--- config.mk ---
export PLATFORM = sky130hd
export DESIGN_NAME = adsc_top
export DESIGN_NICKNAME = d
export VERILOG_FILES = /design/src/core/adsc_pkg.sv /design/src/core/adsc_top.sv
export SDC_FILE = /design/constraint.sdc
export NUM_CORES = 1
export LEC_CHECK = 0
export ABC_AREA = 1
export BUFFER_PORTS_ARGS = -buffer_cell sky130_fd_sc_hd__buf_2
export CAP_MARGIN = 0
export CORE_MARGIN = 4
export CORE_UTILIZATION = 45
export DETAILED_ROUTE_END_ITERATION = 10
export SYNTH_ARGS = -nofsm -noshare
export SYNTH_HDL_FRONTEND = slang
export SYNTH_SLANG_ARGS = --single-unit
--- constraint.sdc ---
create_clock -name clk -period 4.2 [get_ports clk]
set_clock_uncertainty 0.05 [all_clocks]
set_input_delay 0.63 -clock clk [delete_from_list [all_inputs] [get_ports clk]]
set_output_delay 0.63 -clock clk [all_outputs]
set_load 0.02 [all_outputs]
--- src/core/adsc_pkg.sv ---
package adsc_pkg;

////////////////////////////////////////////////////////////////////////////////
localparam logic [4:0] IDX_CTL1 = 5'h00, IDX_CTL2 = 5'h01, IDX_CTL3 = 5'h02;
localparam logic [4:0] IDX_CHS = 5'h03;
localparam int B_BUF = 4;
localparam logic [15:0] CTL_RESET = 16'h0000;
localparam int B_EN = 15, B_ISTOP = 13, B_RES = 10, B_RESULT_FORMAT = 8, B_SRC = 5;
localparam int B_SIM = 3, B_AUTO_SAMPLE = 2, B_SAMPLE_BIT = 1, B_DONE = 0;
localparam int B_REFERENCE_SELECT = 13, B_SCAN = 10, B_CHANNEL_COUNT = 8, B_INTERRUPT_PACING = 2, B_SPLIT_BUFFER = 1;
localparam int B_ALTERNATE_INPUT = 0, B_CONV_CLOCK_SOURCE = 15, B_AUTO_SAMPLE_TIME = 8, B_CONV_CLOCK_DIVIDER = 0;
localparam int B_NB = 9, B_SB = 8, B_NA = 1, B_SA = 0;
localparam logic [2:0] SRC_SW = 3'h0, SRC_EXT = 3'h1, SRC_TMR3 = 3'h2;
localparam logic [2:0] SRC_PWM1 = 3'h3, SRC_PWM2 = 3'h5, SRC_AUTO = 3'h7;

typedef enum logic [2:0] {
    ST_IDLE   = 3'h1,
    ST_SAMPLE = 3'h2,
    ST_CONV   = 3'h4
} adsc_state_type;

typedef struct packed {
    logic pwm1;
    logic pwm2;
    logic timer3;
    logic external_interrupt_pin;
} adsc_trig_type;

typedef struct packed {
    logic       sampling;
    logic       sample_all;
    logic       conv_start;
    logic [1:0] channel;
    logic       use_b;
    logic       scan_step;
    logic       ref_pos_ext;
    logic       ref_neg_ext;
    logic       neg_b_vref;
    logic       ch123_pos_sel;
} adsc_core_type;
endpackage

--- src/core/adsc_top.sv ---
`timescale 1ns/10ps
module adsc_top import adsc_pkg::*; #(
    parameter int BUF_DEPTH = 16
) (
    input  wire logic          clk,
    input  wire logic          rst_n,
    input  wire logic [4:0]    addr,
    input  wire logic [15:0]   wdata,
    input  wire logic          wr_en,
    input  wire logic          rd_en,
    output logic [15:0]        rd_data,
    input  wire logic          idle_mode,
    input  wire logic          rc_tick,
    input  wire adsc_trig_type trig,
    input  wire logic          conv_done,
    input  wire logic [11:0]   conv_data,
    output adsc_core_type      core,
    output logic               irq
);
localparam int AW = $clog2(BUF_DEPTH);

logic rst_s1_r, rst_sync_n;
always_ff @(posedge clk or negedge rst_n) begin
    if (!rst_n) begin
        rst_s1_r   <= 1'b0;
        rst_sync_n <= 1'b0;
    end else begin
        rst_s1_r   <= 1'b1;
        rst_sync_n <= rst_s1_r;
    end
end

////////////////////////////////////////////////////////////////////////////////
logic       module_enable_r, idle_stop_r, resolution_mode_r, simultaneous_sample_r;
logic       auto_sample_r, complete_r, scan_enable_r, buffer_half_status_r;
logic       split_buffer_r, alternate_input_r, conv_clock_source_r;
logic       ch_one_three_pos_b_r, pos_a_r;
logic [1:0] result_format_r, channel_count_r, ch_one_three_neg_b_r, neg_a_r;
logic [2:0] trigger_source_r, reference_select_r;
logic [3:0] interrupt_pacing_r, seq_cnt_r;
logic [4:0] auto_sample_time_r, auto_sample_time_cnt_r;
logic [5:0] conv_clock_divider_r, tad_cnt_r;
logic [1:0] ch_r, last_ch;
logic [AW-1:0] widx_r;
logic [15:0]   buf_r [BUF_DEPTH];
logic [15:0]   fmt_word;
logic          use_b_r, ext_prev_r, irq_nxt;
adsc_state_type state_r;
adsc_core_type  core_nxt;

wire wr_c1 = wr_en && addr == IDX_CTL1;
wire wr_c2 = wr_en && addr == IDX_CTL2;
wire wr_c3 = wr_en && addr == IDX_CTL3;
wire wr_ch = wr_en && addr == IDX_CHS;
wire run = module_enable_r && !(idle_stop_r && idle_mode);
wire sim_eff = simultaneous_sample_r && !resolution_mode_r;
wire [1:0] channel_count_eff = resolution_mode_r ? 2'h0 : channel_count_r;

// channel_count_eff is already zero in 12-bit mode, and code 11 must not hit two items
always_comb begin
    if (channel_count_eff[1]) begin
        last_ch = 2'h3;
    end else if (channel_count_eff[0]) begin
        last_ch = 2'h1;
    end else begin
        last_ch = 2'h0;
    end
end

////////////////////////////////////////////////////////////////////////////////
// software-visible configuration
always_ff @(posedge clk or negedge rst_sync_n) begin
    if (!rst_sync_n) begin
        {module_enable_r, idle_stop_r, resolution_mode_r} <= 3'h0;
        {result_format_r, trigger_source_r}              <= 5'h00;
        {simultaneous_sample_r, auto_sample_r}           <= 2'h0;
        {reference_select_r, scan_enable_r, channel_count_r} <= 6'h00;
        {interrupt_pacing_r, split_buffer_r, alternate_input_r} <= 6'h00;
        {conv_clock_source_r, auto_sample_time_r, conv_clock_divider_r} <= 12'h000;
        {ch_one_three_neg_b_r, ch_one_three_pos_b_r, neg_a_r, pos_a_r} <= 6'h00;
    end else begin
        if (wr_c1) begin
            module_enable_r       <= wdata[B_EN];
            idle_stop_r           <= wdata[B_ISTOP];
            // mode change only honoured while the converter is off
            if (!module_enable_r) begin
                resolution_mode_r <= wdata[B_RES];
            end
            result_format_r       <= wdata[B_RESULT_FORMAT+:2];
            trigger_source_r      <= wdata[B_SRC+:3];
            simultaneous_sample_r <= wdata[B_SIM];
            auto_sample_r         <= wdata[B_AUTO_SAMPLE];
        end
        if (wr_c2) begin
            reference_select_r <= wdata[B_REFERENCE_SELECT+:3];
            scan_enable_r      <= wdata[B_SCAN];
            channel_count_r    <= wdata[B_CHANNEL_COUNT+:2];
            interrupt_pacing_r <= wdata[B_INTERRUPT_PACING+:4];
            split_buffer_r     <= wdata[B_SPLIT_BUFFER];
            alternate_input_r  <= wdata[B_ALTERNATE_INPUT];
        end
        if (wr_c3) begin
            conv_clock_source_r  <= wdata[B_CONV_CLOCK_SOURCE];
            auto_sample_time_r   <= wdata[B_AUTO_SAMPLE_TIME+:5];
            conv_clock_divider_r <= wdata[B_CONV_CLOCK_DIVIDER+:6];
        end
        if (wr_ch) begin
            ch_one_three_neg_b_r <= wdata[B_NB+:2];
            ch_one_three_pos_b_r <= wdata[B_SB];
            neg_a_r              <= wdata[B_NA+:2];
            pos_a_r              <= wdata[B_SA];
        end
    end
end

////////////////////////////////////////////////////////////////////////////////
// conversion clock: divider runs free so a period is always whole
wire tad_tick = conv_clock_source_r ? rc_tick : (tad_cnt_r >= conv_clock_divider_r);

always_ff @(posedge clk or negedge rst_sync_n) begin
    if (!rst_sync_n) begin
        tad_cnt_r <= 6'h00;
    end else if (tad_cnt_r >= conv_clock_divider_r) begin
        tad_cnt_r <= 6'h00;
    end else begin
        tad_cnt_r <= tad_cnt_r + 6'h01;
    end
end

////////////////////////////////////////////////////////////////////////////////
logic trig_hit;
wire  sw_start = wr_c1 && wdata[B_SAMPLE_BIT] && !auto_sample_r && state_r == ST_IDLE;
wire  sw_end   = wr_c1 && !wdata[B_SAMPLE_BIT] && state_r == ST_SAMPLE;
wire  seq_last = state_r == ST_CONV && conv_done && ch_r == last_ch;
wire  end_sample_bit = state_r == ST_SAMPLE
               && (trigger_source_r == SRC_SW ? sw_end : trig_hit);
wire  enter_sample_bit = (state_r == ST_IDLE && (sw_start || auto_sample_r))
                 || (seq_last && auto_sample_r);
wire  seq_end  = seq_last && seq_cnt_r == interrupt_pacing_r;

always_comb begin
    unique case (trigger_source_r)
        SRC_EXT:  trig_hit = trig.external_interrupt_pin && !ext_prev_r;
        SRC_TMR3: trig_hit = trig.timer3;
        SRC_PWM1: trig_hit = trig.pwm1;
        SRC_PWM2: trig_hit = trig.pwm2;
        SRC_AUTO: trig_hit = auto_sample_time_cnt_r >= auto_sample_time_r;
        default:  trig_hit = 1'b0; // reserved codes never end sampling
    endcase
end

always_ff @(posedge clk or negedge rst_sync_n) begin
    if (!rst_sync_n) begin
        ext_prev_r <= 1'b0;
        auto_sample_time_cnt_r <= 5'h00;
    end else begin
        ext_prev_r <= trig.external_interrupt_pin;
        if (state_r != ST_SAMPLE) begin
            auto_sample_time_cnt_r <= 5'h00;
        end else if (tad_tick && auto_sample_time_cnt_r != 5'h1F) begin
            auto_sample_time_cnt_r <= auto_sample_time_cnt_r + 5'h01;
        end
    end
end

////////////////////////////////////////////////////////////////////////////////
always_ff @(posedge clk or negedge rst_sync_n) begin
    if (!rst_sync_n) begin
        state_r <= ST_IDLE;
        ch_r    <= 2'h0;
    end else if (!run) begin
        state_r <= ST_IDLE;
        ch_r    <= 2'h0;
    end else begin
        unique case (state_r)
            ST_IDLE: begin
                if (enter_sample_bit) begin
                    state_r <= ST_SAMPLE;
                end
            end
            ST_SAMPLE: begin
                if (end_sample_bit) begin
                    state_r <= ST_CONV;
                    ch_r    <= 2'h0;
                end
            end
            ST_CONV: begin
                if (seq_last) begin
                    state_r <= auto_sample_r ? ST_SAMPLE : ST_IDLE;
                end else if (conv_done) begin
                    ch_r <= ch_r + 2'h1;
                end
            end
        endcase
    end
end

// set wins over both clears
always_ff @(posedge clk or negedge rst_sync_n) begin
    if (!rst_sync_n) begin
        complete_r <= 1'b0;
    end else if (seq_last && run) begin
        complete_r <= 1'b1;
    end else if ((wr_c1 && !wdata[B_DONE]) || core_nxt.conv_start) begin
        complete_r <= 1'b0;
    end
end

////////////////////////////////////////////////////////////////////////////////
always_comb begin
    unique case ({resolution_mode_r, result_format_r})
        3'b011:  fmt_word = {~conv_data[9], conv_data[8:0], 6'h00};
        3'b010:  fmt_word = {conv_data[9:0], 6'h00};
        3'b001:  fmt_word = {{7{~conv_data[9]}}, conv_data[8:0]};
        3'b000:  fmt_word = {6'h00, conv_data[9:0]};
        3'b111:  fmt_word = {~conv_data[11], conv_data[10:0], 4'h0};
        3'b110:  fmt_word = {conv_data[11:0], 4'h0};
        3'b101:  fmt_word = {{5{~conv_data[11]}}, conv_data[10:0]};
        default: fmt_word = {4'h0, conv_data[11:0]};
    endcase
end

// buffer words are plain flops; software reads them over the register port
always_ff @(posedge clk) begin
    if (run && state_r == ST_CONV && conv_done) begin
        buf_r[widx_r] <= fmt_word;
    end
end

always_ff @(posedge clk or negedge rst_sync_n) begin
    if (!rst_sync_n) begin
        widx_r               <= '0;
        seq_cnt_r            <= 4'h0;
        buffer_half_status_r <= 1'b0;
    end else if (run && state_r == ST_CONV && conv_done) begin
        if (seq_end) begin
            seq_cnt_r <= 4'h0;
            if (split_buffer_r) begin
                buffer_half_status_r <= !buffer_half_status_r;
                widx_r <= buffer_half_status_r ? '0 : AW'(BUF_DEPTH / 2);
            end else begin
                buffer_half_status_r <= 1'b0;
                widx_r               <= '0;
            end
        end else begin
            widx_r <= widx_r + AW'(1);
            if (seq_last) begin
                seq_cnt_r <= seq_cnt_r + 4'h1;
            end
        end
    end
end

////////////////////////////////////////////////////////////////////////////////
always_ff @(posedge clk or negedge rst_sync_n) begin
    if (!rst_sync_n) begin
        use_b_r <= 1'b0;
    end else if (!alternate_input_r) begin
        use_b_r <= 1'b0;
    end else if (end_sample_bit && run) begin
        use_b_r <= !use_b_r;
    end
end

always_comb begin
    core_nxt               = '0;
    core_nxt.sampling      = run && (state_r == ST_SAMPLE ? !end_sample_bit : enter_sample_bit);
    core_nxt.sample_all    = sim_eff;
    core_nxt.conv_start    = run && (end_sample_bit || (state_r == ST_CONV && conv_done && !seq_last));
    core_nxt.channel       = end_sample_bit ? 2'h0 : ch_r + 2'h1;
    core_nxt.use_b         = use_b_r;
    core_nxt.scan_step     = run && enter_sample_bit && scan_enable_r && !use_b_r;
    core_nxt.ref_pos_ext   = !reference_select_r[2] && reference_select_r[0];
    core_nxt.ref_neg_ext   = !reference_select_r[2] && reference_select_r[1];
    core_nxt.neg_b_vref    = !resolution_mode_r && !ch_one_three_neg_b_r[1];
    core_nxt.ch123_pos_sel = use_b_r ? ch_one_three_pos_b_r : pos_a_r;
    irq_nxt                = run && seq_end;
end

always_ff @(posedge clk or negedge rst_sync_n) begin
    if (!rst_sync_n) begin
        core <= '0;
        irq  <= 1'b0;
    end else begin
        core <= core_nxt;
        irq  <= irq_nxt;
    end
end

////////////////////////////////////////////////////////////////////////////////
// read data stand one cycle only; unmapped addresses read zero
always_ff @(posedge clk or negedge rst_sync_n) begin
    if (!rst_sync_n) begin
        rd_data <= CTL_RESET;
    end else if (!rd_en) begin
        rd_data <= 16'h0000;
    end else if (addr[B_BUF]) begin
        rd_data <= (32'(addr[3:0]) < BUF_DEPTH) ? buf_r[addr[AW-1:0]] : 16'h0000;
    end else begin
        unique case (addr)
            IDX_CTL1: rd_data <= {module_enable_r, 1'b0, idle_stop_r, 2'h0, resolution_mode_r,
                                  result_format_r, trigger_source_r, 1'b0, sim_eff,
                                  auto_sample_r, state_r == ST_SAMPLE, complete_r};
            IDX_CTL2: rd_data <= {reference_select_r, 2'h0, scan_enable_r, channel_count_eff,
                                  buffer_half_status_r, 1'b0, interrupt_pacing_r,
                                  split_buffer_r, alternate_input_r};
            IDX_CTL3: rd_data <= {conv_clock_source_r, 2'h0, auto_sample_time_r, 2'h0,
                                  conv_clock_divider_r};
            IDX_CHS:  rd_data <= {5'h00, ch_one_three_neg_b_r, ch_one_three_pos_b_r, 5'h00,
                                  neg_a_r, pos_a_r};
            default:  rd_data <= 16'h0000;
        endcase
    end
end
endmodule // adsc_top

After elaboration in Yosys (flattened, before gate mapping). Memories as Yosys holds them, arrays and structs flattened. Index checks and enable logic that the tools add are counted.

Div/mod/pow operators: 0. Magnitude comparators: 2. $mul: 0. Reduce and logical (&&, ||, !) cells: 62. Muxes and demuxes: 39. Bitwise gates (word level): 3. Equal/unequal tests: 28. Shifts and indexed selects: 0. $add $sub $neg: 5.

Operators with widths (count): case mux 16 bit (7 select lines) (1); case mux 16 bit (4 select lines) (1); logical AND 1 bit (35); 2-to-1 mux 16 bit (2); 2-to-1 mux 4 bit (5); equality test 3 bit, second input constant (6); 2-to-1 mux 2 bit (8); equality test 3 x 2 -> 1 bit, second input constant (5); != test 3 bit, second input constant (5); zero test 1 bit (12); 2-to-1 mux 1 bit (12); 2-to-1 mux 3 bit (4); equality test 5 x 2 -> 1 bit, second input constant (2); 2-to-1 mux 5 bit (2); equality test 3 x 1 -> 1 bit, second input constant (3); case mux 3 bit (3 select lines) (1); adder 4 x 1 -> 4 bit, second input constant (2); adder 6 x 1 -> 6 bit, second input constant (1); >= comparator 6 bit (1); zero test 3 bit (2); 2-to-1 mux 6 bit (1); AND reduction 2 bit (3); nonzero test 2 bit (3); adder 5 x 1 -> 5 bit, second input constant (1); other kinds (16) (21).

Output and inout port bits: 28. Register bits: 98. Word-level logic and storage cells: 184. Bits in latches: 0. Memories kept: 1. Input port bits: 44. Memory bits (writable): 256. Memory bits (read-only): 0.

Memory list: buf_r (words 16, width 16, rd ports 1, clocked after memory_dff 0, write ports 1, RTL line adsc_top.sv:45) `logic [15:0] buf_r [BUF_DEPTH];`.

Longest topological paths before layout.
Depth in word-level cells: 12. Mapped depth: 13. Gate-level depth less buffers: 13.

Least setup slack after synthesis. OpenSTA, ideal clock, no wires.

Kind: input port to flip-flop. From: in idle_mode. To: mem buf_r[11][0], enable pin. Setup time: 0.388 ns. Data required time: 3.762 ns. Path slack: 1.694 ns. Buffers on the path: 0. Cell stages on the path: 7. Arrival time: 2.067 ns. Cells stage by stage: nand2_1 -> nand2_1 -> nor2_1 -> nand2_1 -> inv_1 -> nand2_1 -> nor2_1.

Cells in the longest elaborated chain, start to end: 7.

Ends and longest elaborated chain: start: declaration (RTL line adsc_top.sv:12) `input wire logic idle_mode,`; logical AND 1 bit (RTL line adsc_top.sv:55) `wire run = module_enable_r && !(idle_stop_r && idle_mode);`; zero test 1 bit (RTL line adsc_top.sv:55); logical AND 1 bit (RTL line adsc_top.sv:55); logical AND 1 bit (2 in series) (RTL line adsc_top.sv:225) `if (run && state_r == ST_CONV && conv_done) begin`; 2-to-1 mux 1 bit (RTL line adsc_top.sv:225); 2-to-1 mux 1 bit (implied by the code) (RTL line adsc_top.sv:226) `buf_r[widx_r] <= fmt_word;`; end: declaration (RTL line adsc_top.sv:45).

Every way passes these cells.

Worst setup path after layout.
From: reg result_format_r[1]. To: mem buf_r[9][12], data pin.

Cells in the longest elaborated chain, start to end: 2.

Ends and longest elaborated chain: start: declaration (RTL line adsc_top.sv:38) `logic [1:0] result_format_r, channel_count_r, ch_one_three_neg_b_r, neg_a_r;`; start signal: assignment (RTL line adsc_top.sv:89) `result_format_r <= wdata[B_RESULT_FORMAT+:2];`; equality test 3 bit (tied with other cells) (RTL line adsc_top.sv:211) `unique case ({resolution_mode_r, result_format_r})`; case mux 16 bit (7 select lines) * (RTL line adsc_top.sv:211); net fmt_word[12] (RTL line adsc_top.sv:46) `logic [15:0] fmt_word;`.

Mark *: on every way through the listed nets, which the timed path passes. The rest lies on a longest branch.

==> results by group <==
Status
  • Outcome: finished clean

Worst setup path
  • Most common cell type on the critical path: inv_1
  • R2r endpoint: buf_r[9][12]
  • CP startpoint kind: flip-flop
  • R2r setup slk: 1.43 ns
  • Critical-path cell list: clkinv_1, nor3_1, inv_1, nand2_1, inv_1, o221ai_2
  • Setup crit end kind: flip-flop
  • R2r worst-path depth: 6
  • Crit path DAT: 2.92 ns
  • Crit path kind: reg2reg
  • CP max-delay cell: o221ai_2
  • CP Buf/Inv Count: 3
  • Worst path max stage delay: 0.75 ns
  • WP data required: 4.35 ns
  • Reg2reg start: result_format_r[1]
  • Crit path max-delay family: compound AO/OA/AOI/OAI gates
  • CP max FO: 16

Global route
  • Overflow after GRT: 0
  • Vias in the first global route: 9,863
  • Largest net degree at the start of global routing: 79
  • Initial antenna violation count: 1
  • First-pass GRT wire length: 61.1 mm
  • Total global-route track usage: 22.7%

Power and ir drop
  • Power Density: 518 mW/mm²
  • Seq pwr share: 48.5%
  • Switching Power: 2.42 mW
  • Comb pwr share: 14.1%
  • Worst vdd ir: 0.301 mV
  • Tot Pwr: 8.74 mW
  • Clock power share: 37.4%
  • Sw Share: 27.7%
  • Leakage: 6.66 nW
  • Internal Power: 6.32 mW

Floorplan
  • Die ar.: 0.0354 mm²
  • Rows: 65
  • Core area: 0.0318 mm²
  • I/O pin cnt: 72
  • Die Y: 188 µm
  • Initial core utilization: 45.9%
  • DIE WIDTH: 188 µm

STA
  • Final Cycle Share: 66.0%
  • PnR worst setup slack: 1.43 ns
  • Hold Slack: 0.175 ns
  • Unrepaired setup endpoints after global routing: false
  • Setup violations, final: 0
  • Period minus WS final: 2.77 ns
  • Achievable Freq: 361 MHz
  • Hold Vio Cnt, Final: 0
  • Rel. slew slack: 25.7%
  • Count of final max-slew check failures: 0
  • Worst Tran Pin Value: 1.11 ns
  • Setup_tns: 0 ns

CTS
  • CTS clk-pin slew, worst paths: 0.06 ns
  • CTS Buf Count: 38
  • H-tree levels: 2
  • Post-cts gate resize count: 0
  • CTS root buf: clkbuf_16
  • Clk buf depth: 3
  • Clock latency reported for the late side of the worst-skew pair: 0.54 ns
  • CTS tree: built
  • Clk sinks: 354

Placement
  • DP Area: 0.0156 mm²
  • DP Worst Slack: 1.16 ns
  • Routability Congestion: 0.933
  • Input/output buffers: 71
  • Placed cell count: 1,742
  • HPWL after DPL: 27.3 mm

Final layout
  • Filler cell count: 2,747
  • Area delta synth->final: 15.5%
  • Sequential Area: 0.0101 mm²
  • Footprint of the multi-input gates: 0.00395 mm²
  • Final cell area excluding filler cells: 0.0169 mm²
  • Finished Core Util: 53.0%
  • Share of layout cells above drive strength 1: 16.3%
  • Final nets: 1,411
  • Most common cell after layout, fill and taps aside: edfxtp_1
  • Post-route insts no fill: 1,814
  • Commonest cells after routing, fill and taps aside: 256 x edfxtp_1, 168 x nand2_1, 143 x nor2_1

Logic synthesis
  • YS warnings: 0
  • Mapped cell area: 0.0146 mm²
  • Syn avg cell area: 11.7 µm²
  • FF+latch count, synth: 354
  • Ys flop type: edfxtp_1
  • Post-synthesis sequential area ratio: 69.4%
  • EDFF count, synth: 256
  • Mapped Cells: 1,251
  • Yosys cell types: 45
  • Asr flop ratio synth: 27.7%
  • Syn Nets: 1,314

Min path
  • Hold Path Class: in2reg
  • Hold Path Sink: ext_prev_r
  • Min-delay src: trig[0]
  • Worst hold stages: 1

Drt
  • WL final: 40.7 mm
  • Final ANT Viol Nets: 0
  • DRT iter0 DRCs: 1,149
  • Via Count: 10.1k
  • DR WL/cell: 22.4 µm
  • DRT Pass-1 Iters: 5
  • Via density: 5.57
  • DRC: 0

Run
  • MaxCap Viol Count: 0
-- timing repair --
action,CTS,global route
buffers inserted,0,0
endpoints found under the setup margin,0,0
hold buffers,1,0
endpoints found under the hold margin,2,0
-- metal layers --
metal | GRT usage, % | share of wire (%) | vias to the layer above | wire length (µm)
met4 | 7.20 | 3.0 | 0 | 1230
met1 | 33.3 | 43 | 5000 | 17600
met3 | 4.10 | 7.9 | 67 | 3200
met5 | 0 | 0 | - | 0
met2 | 34.5 | 46 | 404 | 18700
li1 | - | - | 4639 | -
-- layout make-up --
cell class | count | area share (%)
diodes | 1 | 0.0148
clock buffers | 47 | 5.96
clock inverters | 23 | 1.19
inverters | 105 | 2.35
multi-input cells | 747 | 23.4
flip-flops and latches | 354 | 60.1
well taps | 435 | 3.23
repair buffers | 102 | 3.72
-- state kept, by name, summed over array words and instances (netlist names), 3 cells and up --
signal	cells
seq_cnt_r	4
reference_select_r	3
conv_clock_divider_r	6
core	11
auto_sample_time_r	5
widx_r	4
buf_r	256
rd_data	16
auto_sample_time_cnt_r	5
interrupt_pacing_r	4
tad_cnt_r	6
trigger_source_r	3
state_r	3
-- kinds of logic after synthesis --
logic type / synth area share (%)
XOR/XNOR: 0.660
adder cells (fa/ha/maj): 1.63
buffers and inverters: 4.15
AO/OA/AOI/OAI: 10.3
other: 0.0257
AND/OR/NAND/NOR: 13.8
flip-flops: 69.4
-- how the worst max path moves through the flow --
| stage | from | endpoint | cells past startpoint |
|---|---|---|---|
| 2_1_floorplan | rst_sync_n | alternate_input_r | 0 |
| 3_3_place_gp | idle_mode | buf_r[3][0] | 8 |
| 6_report | result_format_r[1] | buf_r[9][12] | 6 |
| 3_5_place_dp | idle_mode | buf_r[14][12] | 8 |
| 4_1_cts | state_r[1] | buf_r[14][8] | 7 |
| 5_1_grt | result_format_r[1] | buf_r[3][12] | 6 |
-- synthesized netlist by cell type (16+ instances only) --
cell type	n	area share, %
a21oi_1	35	1.2
buf_2	20	0.69
clkbuf_1	20	0.51
dfrtp_1	97	17
edfxtp_1	256	53
ha_1	19	1.6
inv_1	91	2.3
nand2_1	170	4.4
nand3_1	65	2.2
nor2_1	160	4.1
o2111ai_1	16	0.96
o21ai_0	83	2.8
o22ai_1	56	2.4
o31ai_1	17	0.87
or2_2	21	0.90
-- power groups by stage --
stage	clock network, mW	logic, mW	registers (mW)
after floorplan	0	0.685	4.29
after global placement	0	1.20	4.30
after detailed placement	0	1.23	4.30
after CTS	3.30	1.23	4.24
after global routing	3.45	1.36	4.26
final	3.27	1.24	4.24
Power figures use the tool's default switching activity.
